===== config.mk =====
export PLATFORM = sky130hd
export DESIGN_NAME = abx_exec
export DESIGN_NICKNAME = d
export VERILOG_FILES = /design/src/abx_alu.v /design/src/abx_exec.v
export VERILOG_INCLUDE_DIRS = /design/src
export SDC_FILE = /design/constraint.sdc
export NUM_CORES = 1
export LEC_CHECK = 0
export BUFFER_PORTS_ARGS = -buffer_cell sky130_fd_sc_hd__buf_2
export CORE_ASPECT_RATIO = 0.6
export CORE_MARGIN = 2
export CORE_UTILIZATION = 40
export DETAILED_ROUTE_END_ITERATION = 10
export PLACE_DENSITY = 0.61
export SYNTH_ARGS = -nofsm -noshare
export SYNTH_HDL_FRONTEND = slang
export SYNTH_SLANG_ARGS = --single-unit
export TNS_END_PERCENT = 20

===== constraint.sdc =====
create_clock -name mclk -period 5.2 [get_ports mclk]
set_input_delay 0.26 -clock mclk [delete_from_list [all_inputs] [get_ports mclk]]
set_output_delay 0.26 -clock mclk [all_outputs]
set_load 0.005 [all_outputs]

===== src/abx_map.vh =====
// Opcode encodings, field positions and reset values for the add/AND/bit execute unit
`ifndef ABX_MAP_VH
`define ABX_MAP_VH
`define ABX_OP_ADD_LIT 6'h1c
`define ABX_OP_AND_LIT 6'h1b
`define ABX_OP_ADD_FILE 6'h07
`define ABX_OP_AND_FILE 6'h05
`define ABX_OP_BIT_CLR 5'h08
`define ABX_OP_BIT_SET 5'h09
`define ABX_OP_BIT_TSC 5'h0a
`define ABX_OPC6_HI 13
`define ABX_OPC6_LO 8
`define ABX_OPC5_HI 13
`define ABX_OPC5_LO 9
`define ABX_DEST_BIT 7
`define ABX_FADDR7_HI 6
`define ABX_FADDR6_HI 5
`define ABX_BITPOS_HI 8
`define ABX_BITPOS_LO 6
`define ABX_ACC_RST 8'h00
`define ABX_FLAG_RST 1'b0
`define ABX_FADDR_RST 7'h00
`define ABX_WDATA_RST 8'h00
`endif

===== src/abx_alu.v =====
// Combinational 8-bit add/AND datapath with flag generation
`include "abx_map.vh"
module abx_alu (
   // Operands
   input wire [7:0] op_a,
   input wire [7:0] op_b,
   input wire sel_and,
   // Result and flags
   output wire [7:0] result,
   output wire carry,
   output wire digit_carry,
   output wire zero
);
   wire [8:0] sum;
   wire [4:0] low_sum;
   assign sum = {1'b0, op_a} + {1'b0, op_b};
   assign low_sum = {1'b0, op_a[3:0]} + {1'b0, op_b[3:0]};
   assign result = sel_and ? (op_a & op_b) : sum[7:0];
   assign carry = sum[8];
   assign digit_carry = low_sum[4];
   assign zero = (result == 8'h00);
endmodule // abx_alu


===== src/abx_exec.v =====
// Decode and execute unit for add, AND and bit-oriented instructions
`include "abx_map.vh"
module abx_exec (
   // Clock and reset
   input wire mclk,
   input wire reset_n,
   // Instruction input from fetch
   input wire instr_valid,
   input wire [13:0] instr,
   // File register read port (combinational, addressed by file_raddr)
   output wire [6:0] file_raddr,
   input wire [7:0] file_rdata,
   // File register write port
   output reg file_we_q,
   output reg [6:0] file_waddr_q,
   output reg [7:0] file_wdata_q,
   // Architectural state
   output reg [7:0] acc_q,
   output reg carry_flag_q,
   output reg digit_carry_flag_q,
   output reg zero_flag_q,
   // Skip indication: the current instruction is squashed to a NOP
   output wire skip_nop,
   output reg done_q
);
   wire [5:0] opc6;
   wire [4:0] opc5;
   wire [7:0] lit;
   wire [2:0] bpos;
   wire dest_file;
   wire is_add_lit;
   wire is_and_lit;
   wire is_add_file;
   wire is_and_file;
   wire is_bit_clr;
   wire is_bit_set;
   wire is_bit_tsc;
   wire is_byte_file;
   wire use_lit;
   wire [7:0] alu_b;
   wire [7:0] alu_res;
   wire alu_c;
   wire alu_dc;
   wire alu_z;
   wire [7:0] bit_mask;
   wire exec;
   reg skip_q;
   reg skip_d;
   reg dec_add_lit;
   reg dec_and_lit;
   reg dec_add_file;
   reg dec_and_file;
   reg dec_bit_clr;
   reg dec_bit_set;
   reg dec_bit_tsc;
   wire [7:0] bit_res;
   wire tested_bit;
   reg [7:0] acc_d;
   reg carry_flag_d;
   reg digit_carry_flag_d;
   reg zero_flag_d;
   reg file_we_d;
   reg [6:0] file_waddr_d;
   reg [7:0] file_wdata_d;
   reg done_d;
   genvar gi;

   // Skip tracker: a failed bit test arms a squash of the next valid slot
   localparam SK_RUN = 1'b0;
   localparam SK_SQUASH = 1'b1;

   assign opc6 = instr[`ABX_OPC6_HI:`ABX_OPC6_LO];
   assign opc5 = instr[`ABX_OPC5_HI:`ABX_OPC5_LO];
   assign lit = instr[7:0];
   assign bpos = instr[`ABX_BITPOS_HI:`ABX_BITPOS_LO];
   assign dest_file = instr[`ABX_DEST_BIT];

   // A squashed slot executes as a NOP regardless of its opcode
   assign skip_nop = instr_valid & (skip_q == SK_SQUASH);
   assign exec = instr_valid & (skip_q == SK_RUN);

   // Opcode decoder: byte and literal ops match six bits, bit ops five
   always @* begin
      dec_add_lit = 1'b0;
      dec_and_lit = 1'b0;
      dec_add_file = 1'b0;
      dec_and_file = 1'b0;
      dec_bit_clr = 1'b0;
      dec_bit_set = 1'b0;
      dec_bit_tsc = 1'b0;
      case (opc6)
         `ABX_OP_ADD_LIT: begin
            dec_add_lit = 1'b1;
         end
         `ABX_OP_AND_LIT: begin
            dec_and_lit = 1'b1;
         end
         `ABX_OP_ADD_FILE: begin
            dec_add_file = 1'b1;
         end
         `ABX_OP_AND_FILE: begin
            dec_and_file = 1'b1;
         end
         default: begin
            dec_add_lit = 1'b0;
         end
      endcase
      case (opc5)
         `ABX_OP_BIT_CLR: begin
            dec_bit_clr = 1'b1;
         end
         `ABX_OP_BIT_SET: begin
            dec_bit_set = 1'b1;
         end
         `ABX_OP_BIT_TSC: begin
            dec_bit_tsc = 1'b1;
         end
         default: begin
            dec_bit_clr = 1'b0;
         end
      endcase
   end

   // Every decode is gated by exec, so a squashed slot decodes as nothing
   assign is_add_lit = exec & dec_add_lit;
   assign is_and_lit = exec & dec_and_lit;
   assign is_add_file = exec & dec_add_file;
   assign is_and_file = exec & dec_and_file;
   assign is_bit_clr = exec & dec_bit_clr;
   assign is_bit_set = exec & dec_bit_set;
   assign is_bit_tsc = exec & dec_bit_tsc;
   assign is_byte_file = is_add_file | is_and_file;
   assign use_lit = is_add_lit | is_and_lit;

   // Byte ops see 128 file registers, bit ops only the low 64
   assign file_raddr = is_byte_file ? instr[`ABX_FADDR7_HI:0]
                                    : {1'b0, instr[`ABX_FADDR6_HI:0]};

   assign alu_b = use_lit ? lit : file_rdata;
   // One slice per data bit: select and modify work bitwise; the test then reduces the masked byte
   generate
      for (gi = 0; gi < 8; gi = gi + 1) begin : g_bit
         assign bit_mask[gi] = (bpos == gi);
         assign bit_res[gi] = bit_mask[gi] ? is_bit_set : file_rdata[gi];
      end
   endgenerate
   assign tested_bit = |(file_rdata & bit_mask);

   abx_alu u_alu (
      .op_a(acc_q),
      .op_b(alu_b),
      .sel_and(is_and_lit | is_and_file),
      .result(alu_res),
      .carry(alu_c),
      .digit_carry(alu_dc),
      .zero(alu_z)
   );

   // Skip tracker next state; idle cycles leave a pending squash armed
   always @* begin
      skip_d = skip_q;
      case (skip_q)
         SK_RUN: begin
            if (is_bit_tsc && !tested_bit) begin
               skip_d = SK_SQUASH;
            end
            // A set bit stays in SK_RUN, so the next slot runs normally
         end
         SK_SQUASH: begin
            // The squashed slot consumes the skip, so it cannot skip again
            if (instr_valid) begin
               skip_d = SK_RUN;
            end
         end
         default: begin
            skip_d = SK_RUN;
         end
      endcase
   end

   // Next architectural state; at most one decode is active per slot
   always @* begin
      acc_d = acc_q;
      carry_flag_d = carry_flag_q;
      digit_carry_flag_d = digit_carry_flag_q;
      zero_flag_d = zero_flag_q;
      file_we_d = 1'b0;
      file_waddr_d = file_waddr_q;
      file_wdata_d = file_wdata_q;
      done_d = instr_valid;
      if (is_add_lit) begin
         acc_d = alu_res;
         carry_flag_d = alu_c;
         digit_carry_flag_d = alu_dc;
         zero_flag_d = alu_z;
      end
      if (is_and_lit) begin
         acc_d = alu_res;
         zero_flag_d = alu_z;
      end
      if (is_add_file) begin
         carry_flag_d = alu_c;
         digit_carry_flag_d = alu_dc;
      end
      if (is_byte_file) begin
         zero_flag_d = alu_z;
         if (dest_file) begin
            file_we_d = 1'b1;
            file_waddr_d = file_raddr;
            file_wdata_d = alu_res;
         end else begin
            acc_d = alu_res;
         end
      end
      // Read-modify-write of one bit; flags stay as they are
      if (is_bit_clr || is_bit_set) begin
         file_we_d = 1'b1;
         file_waddr_d = file_raddr;
         file_wdata_d = bit_res;
      end
   end

   // Writes are registered, so the register file sees them one cycle late
   always @(posedge mclk) begin
      if (!reset_n) begin
         acc_q <= `ABX_ACC_RST;
         carry_flag_q <= `ABX_FLAG_RST;
         digit_carry_flag_q <= `ABX_FLAG_RST;
         zero_flag_q <= `ABX_FLAG_RST;
         file_we_q <= 1'b0;
         file_waddr_q <= `ABX_FADDR_RST;
         file_wdata_q <= `ABX_WDATA_RST;
         skip_q <= SK_RUN;
         done_q <= 1'b0;
      end else begin
         acc_q <= acc_d;
         carry_flag_q <= carry_flag_d;
         digit_carry_flag_q <= digit_carry_flag_d;
         zero_flag_q <= zero_flag_d;
         file_we_q <= file_we_d;
         file_waddr_q <= file_waddr_d;
         file_wdata_q <= file_wdata_d;
         skip_q <= skip_d;
         done_q <= done_d;
      end
   end
endmodule // abx_exec


==> results.sh, run 1 <==
export IMPL_cts_resized_gates=0
export IMPL_drv_slew=0
export IMPL_cts_root_buf="clkbuf_8"
export IMPL_ios=61
export IMPL_cts_tree="yes"
export IMPL_cp_start_kind="register"
export IMPL_hpwlAfterDp_um=4234
export IMPL_h_tree_depth=2
export IMPL_setup_tns_ps=0
export IMPL_postLayoutSetupSlackWorst_ps=1879
export IMPL_overflow=0
export IMPL_dieArea_um2=5705
export IMPL_synth_warnings=0
export IMPL_post_drt_wl_per_cell_um=16.07
export IMPL_syn_cell_area_um2=2039
export IMPL_ys_flop_type="dfxtp_1"
export IMPL_postCtsHoldBufs=0
export IMPL_wl_um=5561
export IMPL_slew_headroom_pct=25.79
export IMPL_portBuffers=60
export IMPL_grt_pass1_wl_um=8880
export IMPL_grt_usage_pct=20.84
export IMPL_startpoint="skip_q"
export IMPL_ir_drop_v=0.0001115
export IMPL_cts_setup_buffers=0
export IMPL_ys_seq_area_share_pct=28.47
export IMPL_cts_sinks=29
export IMPL_first_global_vias=1686
export IMPL_nFillCells=506
export IMPL_nets=313
export IMPL_hp_class="in2reg"
export IMPL_viasPerCell=5.399
export IMPL_critical_path_class="reg2reg"
export IMPL_status="finished, final reports clean"
export IMPL_end_kind="register"
export IMPL_finalCritPeriodShare_pct=63.87
export IMPL_avgSynthCellArea_um2=8.791
export IMPL_synth_seq_cells=29
export IMPL_clk_latency_ps=280
export IMPL_grt_start_max_net_pins=27
export IMPL_rsz0062_at_grt="false"
export IMPL_period_minus_slack_ps=3321
export IMPL_async_flop_share_pct=0
export IMPL_ant_nets=0
export IMPL_dr_pass1_iters=4
export IMPL_min_delay_start="instr_valid"
export IMPL_p_per_area_nw_per_um2=218.4
export IMPL_worst_pin_slew_ps=1106
export IMPL_num_vias=1868
export IMPL_drive_above_1_share_pct=32.50
export IMPL_skew_ps=1.350
export IMPL_r2r_start="skip_q"
export IMPL_drv_cap=0
export IMPL_antenna_found_initial=0
export IMPL_syn_num_nets=266
export IMPL_diodes=0
export IMPL_drc=0
export IMPL_max_freq_mhz=301.1
export IMPL_cts_buffers=5
export IMPL_synth_edf_count=0
export IMPL_synthCells=232
export IMPL_area_growth_pct=18.22
export IMPL_die_width_um=96.19
export IMPL_start_util_pct=40.95
export IMPL_arrival_ps=3500
export IMPL_leakagePower_nw=1.188
export IMPL_layout_common_cells="buf_2 (60), dfxtp_1 (29), nand2_1 (23)"
export IMPL_dp_slack_ps=1743
export IMPL_hold_violations=0
export IMPL_clkTransAtPathRegs_ps=60
export IMPL_coreArea_um2=4980
export IMPL_synth_cell_types=51
export IMPL_drt_iter0_drc=144
export IMPL_final_common_cell="buf_2"
export IMPL_die_height_um=59.31
export IMPL_required_ps=5380
export IMPL_clock_path_buffers=2
export IMPL_crit_path_max_fanout=9
export IMPL_gp_congestion=0.8598
export IMPL_rows=20
export IMPL_finalSetupViolCount=0
per-layer routing:
layer | GRT usage [%] | part of all wire (%) | up-vias
met2 | 27.28 | 38 | 66
met5 | 0 | 0 | -
li1 | - | - | 940
met4 | 6.939 | 1.2 | 0
met1 | 32.39 | 55 | 853
met3 | 5.344 | 6.2 | 9
report_power, final:
group          switching [mW]  internal [mW]  leakage (nW)
Combinational          0.0506         0.0382         0.900
Clock                  0.0898          0.119        0.0542
Sequential            0.00238          0.226         0.235
Yosys cell counts, types with 5 or more instances:
master	n	area [um2]
dfxtp_1	29	580.6
clkbuf_1	9	33.78
nor2_1	16	60.06
nor3_1	6	30.03
nor2b_1	7	43.79
mux2i_1	17	170.2
buf_4	7	52.55
a21oi_1	12	60.06
nand2_1	23	86.33
mux2_2	16	180.2
ha_1	8	100.1
o211a_1	6	60.06
o211ai_1	5	37.54
final timing paths:
| check | to | slack [ps] | depth (start not counted) |
|---|---|---|---|
| max | file_wdata_q[7] | 1880 | 11 |
| min reg2reg | file_wdata_q[5] | 460 | 2 |
| min | done_q | 220 | 2 |
| max reg2reg | file_wdata_q[7] | 1880 | 11 |
final cells by class:
cell class                 instances  area [um2]  area share [%]
multi-input combinational        179        1331           55.22
sequential                        29       580.6           24.08
timing repair buffer              60       300.3           12.45
clock buffer                       7       96.34           3.996
tap                               66       82.58           3.425
inverter                           4       15.01          0.6227
clock inverter                     1       5.005          0.2076
sequential cells by signal, summed over array words and instances, names as in the netlist:
name / cells
zero_flag_q: 1
carry_flag_q: 1
done_q: 1
acc_q: 8
file_wdata_q: 8
file_we_q: 1
file_waddr_q: 7
digit_carry_flag_q: 1
skip_q: 1
worst max-delay path: stages (launching register included):
cell and delay, ps:
dfxtp_1 350, nor3b_4 250, nand3_1 170, a21oi_4 290, mux2_2 410, ha_1 290, a211oi_2 280, nor3_1 120
or4_1 480, a31oi_1 290, a21oi_1 120, a21o_1 170
kinds of logic after synthesis:
group / Yosys count / synth area share (%)
AND/OR/NAND/NOR: 82 / 21.53
AO/OA/AOI/OAI: 51 / 18.96
multiplexers: 33 / 17.18
flip-flops: 29 / 28.47
buffers and inverters: 24 / 6.257
adder cells (fa/ha/maj): 9 / 5.890
XOR/XNOR: 4 / 1.718
through the flow:
step	power, mW	instances	utilization (%)	hold slack [ps]	cell area, um2
after CTS	0.5319	346	48.42	218.0	2411
after floorplan	0.2913	232	-	381.7	2039
after global routing	0.5511	346	48.42	231.6	2411
final	0.5266	346	48.42	224.0	2411
after global placement	0.3214	338	46.38	452.7	2310
after detailed placement	0.3211	338	46.38	456.5	2310
No activity file was read; power rests on OpenSTA's default activity.
==> inputs of run 2 (changes only) <==
Settings changed: ABC_AREA from default to 1, PLACE_DENSITY 0.61 to 0.62.
Clock period 5.2 ns to 2.84 ns, I/O delays scaled along.
==> results.sh, run 2 <==
export IMPL_ios=61
export IMPL_h_tree_depth=2
export IMPL_drt_iter0_drc=140
export IMPL_dp_cells=434
export IMPL_clkTransAtPathRegs_ps=70
export IMPL_post_drt_wl_per_cell_um=14.65
export IMPL_finalSetupViolCount=0
export IMPL_hold_violations=0
export IMPL_slew_headroom_pct=64.70
export IMPL_antenna_found_initial=0
export IMPL_syn_num_nets=355
export IMPL_num_vias=2287
export IMPL_coreArea_um2=5130
export IMPL_power_frac_seq_pct=44.3
export IMPL_drv_slew=0
export IMPL_diodes=0
export IMPL_top_regs="acc_q: 8 flops, file_wdata_q: 8 flops, file_waddr_q: 7 flops"
export IMPL_cp_start_kind="register"
export IMPL_leakagePower_nw=1.391
export IMPL_cts_root_buf="clkbuf_8"
export IMPL_syn_cell_area_um2=2168
export IMPL_dr_pass1_iters=4
export IMPL_synth_top_area_share_pct=26.77
export IMPL_critical_path_class="reg2reg"
export IMPL_hold_ws_ps=90.19
export IMPL_synth_most_common_cell="nand2_1"
export IMPL_pwr_share_clk_pct=36.6
export IMPL_async_flop_share_pct=0
export IMPL_swShare_pct=31.57
export IMPL_die_height_um=61.03
export IMPL_busiest_layer="met1"
export IMPL_cts_tree="yes"
export IMPL_synth_edf_count=0
export IMPL_start_util_pct=42.27
export IMPL_gp_congestion=0.9015
export IMPL_arrival_ps=2830
export IMPL_first_global_vias=1965
export IMPL_use_met2_pct=29.34
export IMPL_final_common_cell="nand2_1"
export IMPL_p_int_uw=647.4
export IMPL_drv_cap=0
export IMPL_path_cells="inv_1 > nand2_2 > nor2_1 > nand2_2 > nand2_8 > o21ai_0 > ha_2 > fa_1 > nand3_2 > a21oi_2 > nor2_1 > nand2_1 > nand3_1 > nand2_1 > nand2_1 > o211ai_1 > inv_1"
export IMPL_crit_path_max_fanout=18
export IMPL_yosys_area_top_type="dfxtp_1"
export IMPL_portBuffers=60
export IMPL_p_per_area_nw_per_um2=366.7
export IMPL_ir_drop_v=0.0001864
export IMPL_combPwrFrac_pct=19.1
export IMPL_synth_seq_cells=29
export IMPL_hp_class="in2reg"
export IMPL_viasPerCell=5.163
export IMPL_rows=20
export IMPL_max_freq_mhz=384.4
export IMPL_area_growth_pct=18.98
export IMPL_drive_above_1_share_pct=32.36
export IMPL_layout_common_cells="nand2_1 (79), buf_2 (60), inv_1 (36)"
export IMPL_critical_path_slowest_cell="fa_1"
export IMPL_synth_cell_types=36
export IMPL_overflow=0
export IMPL_cts_buffers=5
export IMPL_clk_latency_ps=290
export IMPL_final_util_pct=50.29
export IMPL_dp_slack_ps=127.5
export IMPL_worst_pin_slew_ps=529.6
export IMPL_postLayoutSetupSlackWorst_ps=238.5
export IMPL_clock_path_buffers=2
export IMPL_period_minus_slack_ps=2601
export IMPL_grt_usage_pct=21.66
export IMPL_met3_usage_pct=4.313
export IMPL_setup_tns_ps=0
export IMPL_rsz0062_at_grt="false"
export IMPL_cpPeakStageDelay_ps=420
export IMPL_drc=0
export IMPL_power_switching_uw=298.7
export IMPL_dieArea_um2=6045
export IMPL_synth_commonest_cells="nand2_1 (79), inv_1 (36), dfxtp_1 (29), nand3_1 (28), o21ai_0 (25)"
export IMPL_die_width_um=99.05
export IMPL_ys_seq_area_share_pct=26.77
export IMPL_synth_warnings=0
export IMPL_finalCritPeriodShare_pct=91.60
export IMPL_end_kind="register"
export IMPL_skew_ps=5.411
export IMPL_stdcell_count=443
export IMPL_nets=410
export IMPL_cts_sinks=29
export IMPL_grt_start_max_net_pins=28
export IMPL_wl_um=6488
export IMPL_hpwlAfterDp_um=5143
export IMPL_grt_met1_usage_pct=34.86
export IMPL_crit_top_cell="nand2_1"
export IMPL_ant_nets=0
export IMPL_grt_pass1_wl_um=10020
export IMPL_synth_area_leaders="dfxtp_1 (27%), nand2_1 (14%), nand3_1 (6.5%)"
export IMPL_crit_buf_inv=2
export IMPL_status="finished, final reports clean"
export IMPL_avgSynthCellArea_um2=6.755
export IMPL_critPathTopFamily="simple AND/OR/NAND/NOR gates"
export IMPL_synthCells=321
export IMPL_required_ps=3070
export IMPL_ys_flop_type="dfxtp_1"
## run 2: changes by cell type in the layout (fill, tap and decap cells not counted), sizes merged, moves of 6 or more
cell / change
nor2b: -7
nand2: +77
o21ai: +21
nand3: +29
inv: +41
mux2: -16
mux2i: -17
o211a: -6
## run 2: cells by family (layout without fill, tap and decap cells)
kind of cell               count (synthesis)  after routing  share of synthesized area [%]
and+or+nand+nor                          164            164                          39.24
AOI/OAI and AO/OA                         59             59                          15.70
buffers and inverters                     59            115                          12.35
DFF                                       29             29                          26.77
adders and majority gates                  9              9                          5.540
xor gates and xnor gates                   1              1                         0.4040
## run 2: worst reg2reg max path: stages, from the launching register on
cell and delay (ps):
dfxtp_1 310, inv_1 70, nand2_2 110, nor2_1 180, nand2_2 140, nand2_8 140, o21ai_0 120, ha_2 230
fa_1 420, nand3_2 140, a21oi_2 80, nor2_1 130, nand2_1 70, nand3_1 80, nand2_1 100, nand2_1 80
o211ai_1 80, inv_1 70
## run 2: power groups by stage
stage	Sequential (mW)	Clock (mW)	Combinational [mW]
after floorplan	0.429	0	0.119
after global placement	0.428	0	0.176
after detailed placement	0.428	0	0.177
after CTS	0.419	0.352	0.178
after global routing	0.420	0.367	0.202
final	0.419	0.346	0.180
## run 2: worst paths after layout
path / from / end / slack (ps) / cells after the start
worst max-delay path: skip_q / acc_q[6] / 240 / 17
worst min-delay path: instr[5] / file_waddr_q[5] / 90 / 3
worst max register to register: skip_q / acc_q[6] / 240 / 17
worst min register to register: file_waddr_q[4] / file_waddr_q[4] / 470 / 2
## run 2: per-stage QoR
stage          cell area [um2]  total power, mW
3_3_place_gp              2462           0.6048
2_1_floorplan             2168           0.5478
3_5_place_dp              2462           0.6051
6_report                  2580           0.9461
4_1_cts                   2549           0.9487
5_1_grt                   2580           0.9880
## run 2: routing by layer
| layer | wire [um] | vias to the layer above |
|---|---|---|
| met5 | 0 | - |
| met4 | 30 | 0 |
| met3 | 532 | 6 |
| met2 | 2399 | 80 |
| met1 | 3524 | 1046 |
| li1 | - | 1155 |
## run 2: what timing repair did
| action | CTS | global route |
|---|---|---|
| hold buffers | 0 | 0 |
| endpoints found under the setup margin | 0 | 4 |
| buffers inserted | 0 | 1 |
| resized for setup | 0 | 7 |
## run 2: area by class of cell
type | count | area (um2)
multi-input cells | 233 | 1344
clock buffers | 5 | 68.82
fillers | 547 | 2550
well taps | 66 | 82.58
repair buffers | 61 | 307.8
clock inverters | 3 | 17.52
inverters | 46 | 178.9
flip-flops and latches | 29 | 580.6
==> inputs of run 3 (changes only) <==
Settings changed: PLACE_DENSITY 0.62 to 0.61, SYNTH_HIERARCHICAL from default to 1.
==> results.sh, run 3 <==
export IMPL_status="finished, final reports clean"
export IMPL_cts_tree="yes"
export IMPL_drv_cap=0
export IMPL_viasPerCell=4.865
export IMPL_synth_area_leaders="dfxtp_1 (23%), nand2_1 (18%), inv_1 (11%)"
export IMPL_dieArea_um2=7047
export IMPL_portBuffers=60
export IMPL_cp_start_kind="register"
export IMPL_drc=0
export IMPL_gp_congestion=0.9147
export IMPL_ios=61
export IMPL_max_freq_mhz=383.8
export IMPL_crit_path_max_fanout=12
export IMPL_r2r_start="skip_q"
export IMPL_die_width_um=107.1
export IMPL_cts_sinks=29
export IMPL_area_growth_pct=17.97
export IMPL_overflow=0
export IMPL_avgSynthCellArea_um2=5.676
export IMPL_synth_warnings=6
export IMPL_synth_cell_types=25
export IMPL_grt_pass1_wl_um=11810
export IMPL_syn_cell_area_um2=2549
export IMPL_hpwlAfterDp_um=5764
export IMPL_first_global_vias=2425
export IMPL_finalPower_uw=995.5
export IMPL_synth_most_common_cell="nand2_1"
export IMPL_arrival_ps=2780
export IMPL_grt_start_max_net_pins=29
export IMPL_ys_seq_area_share_pct=22.78
export IMPL_placed_cell_area_um2=2844
export IMPL_hp_class="in2reg"
export IMPL_cts_buffers=5
export IMPL_clock_path_buffers=2
export IMPL_wl_um=7425
export IMPL_drive_above_1_share_pct=23.08
export IMPL_grt_usage_pct=21.63
export IMPL_ant_nets=0
export IMPL_stdcell_count=591
export IMPL_final_common_cell="nand2_1"
export IMPL_leakagePower_nw=1.832
export IMPL_dr_pass1_iters=5
export IMPL_grt_met1_usage_pct=33.37
export IMPL_ir_drop_v=0.0001915
export IMPL_synth_edf_count=0
export IMPL_syn_num_nets=483
export IMPL_busiest_layer="met1"
export IMPL_clkTransAtPathRegs_ps=60
export IMPL_p_per_area_nw_per_um2=331.1
export IMPL_synthCells=449
export IMPL_clk_latency_ps=280
export IMPL_cts_root_buf="clkbuf_8"
export IMPL_rr_worst_depth=22
export IMPL_finalSetupViolCount=0
export IMPL_required_ps=3010
export IMPL_dp_cells=576
export IMPL_start_util_pct=41.52
export IMPL_yosys_area_top_type="dfxtp_1"
export IMPL_hold_violations=0
export IMPL_synth_commonest_cells="nand2_1 (124), inv_1 (74), nor2_1 (68), nand3_1 (44), dfxtp_1 (29)"
export IMPL_ys_flop_type="dfxtp_1"
export IMPL_top_regs="acc_q: 8 flops, file_wdata_q: 8 flops, file_waddr_q: 7 flops"
export IMPL_holdPathStages=3
export IMPL_period_minus_slack_ps=2605
export IMPL_coreArea_um2=6138
export IMPL_worst_pin_slew_ps=547.3
export IMPL_h_tree_depth=2
export IMPL_synth_seq_cells=29
export IMPL_antenna_found_initial=0
export IMPL_min_delay_start="instr_valid"
export IMPL_rsz0062_at_grt="true"
export IMPL_synth_top_area_share_pct=22.78
export IMPL_end_kind="register"
export IMPL_async_flop_share_pct=0
export IMPL_use_met2_pct=30.54
export IMPL_post_drt_wl_per_cell_um=12.56
export IMPL_rrSetupSlack_ps=230
export IMPL_met3_usage_pct=5.320
export IMPL_slew_headroom_pct=63.51
export IMPL_hold_end="done_q"
export IMPL_num_vias=2875
export IMPL_rows=22
export IMPL_fin_area_um2=3007
export IMPL_layout_common_cells="nand2_1 (124), inv_1 (73), nor2_1 (67)"
export IMPL_critical_path_class="reg2reg"
export IMPL_die_height_um=65.83
export IMPL_skew_ps=6.246
export IMPL_diodes=0
export IMPL_drv_slew=0
export IMPL_drt_iter0_drc=203
export IMPL_finalCritPeriodShare_pct=91.74
export IMPL_r2r_end="file_wdata_q[6]"
export IMPL_postCtsHoldBufs=0
export IMPL_nets=540
==> run 3: cell count changes after synthesis, sizes merged, moves of 2 or more <==
cell	change
o21ai	-11
nor2	+52
nor3	+2
buf	+7
o22ai	-3
nand3	+14
o211ai	-6
inv	+36
nand2	+43
nor4	-3
a31oi	-4
nand3b	+5
==> run 3: critical path, cell delays in order, from the launching register on <==
cell and delay (ps):
dfxtp_1 330, inv_1 60, nand2_2 130, nor2_2 60
nand2_1 130, nand2_4 90, buf_12 150, o21ai_0 240
ha_1 340, nand2_1 90, nand2_1 100, nand2_1 100
nand3_1 100, nand2_1 70, nand3_1 60, nand2_1 80
inv_1 60, inv_1 50, nand2_1 50, nand2_1 80
nand2_1 50, inv_1 50, nor2_1 30
==> run 3: report_power, final <==
| group | total (mW) | internal, mW | switching (mW) |
|---|---|---|---|
| registers | 0.423 | 0.417 | 0.00566 |
| clock network | 0.344 | 0.170 | 0.174 |
| logic | 0.229 | 0.0836 | 0.146 |
==> run 3: what timing repair did <==
action,in CTS,in global routing
setup buffers,0,7
resized for setup,0,4
setup endpoints to repair,0,5
==> run 3: final cells by class <==
cell class	count	area [um2]
Fill cell	680	3132
Multi-Input combinational cell	319	1540
Sequential cell	29	580.6
Timing Repair Buffer	70	387.9
Inverter	81	310.3
Tap cell	84	105.1
Clock buffer	6	72.57
Clock inverter	2	10.01
==> run 3: routing by layer <==
metal,up-vias,share of wire [%]
met3,8,11
met2,130,38
met4,0,0.75
met5,-,0
li1,1474,-
met1,1263,50
==> run 3: through the flow <==
stage          hold slack (ps)  setup TNS (ps)  setup slack [ps]  utilization, %
4_1_cts                  96.44               0             150.6           47.68
6_report                 101.1               0             234.6           48.98
3_3_place_gp             384.4               0             269.7           46.33
3_5_place_dp             385.1               0             179.3           46.33
2_1_floorplan            235.5               0             566.3               -
5_1_grt                  109.5          -62.48            -51.49           48.98
==> run 3: worst max path at each step <==
stage                         from               to  slack [ps]  cells past startpoint
final                       skip_q  file_wdata_q[6]         230                     22
after global routing        skip_q  file_wdata_q[7]         -50                     23
after CTS                   skip_q  file_wdata_q[7]         150                     23
after detailed placement    skip_q  file_wdata_q[7]         180                     23
after global placement    instr[8]  file_wdata_q[7]         270                     24
after floorplan             skip_q  file_wdata_q[7]         570                     24
==> run 3: kinds of logic after synthesis <==
logic type	after synthesis	synth area share, %
flip-flops	29	22.78
buffers and inverters	101	17.23
adder cells (fa/ha/maj)	9	4.418
AO/OA/AOI/OAI	31	6.235
AND/OR/NAND/NOR	279	49.34
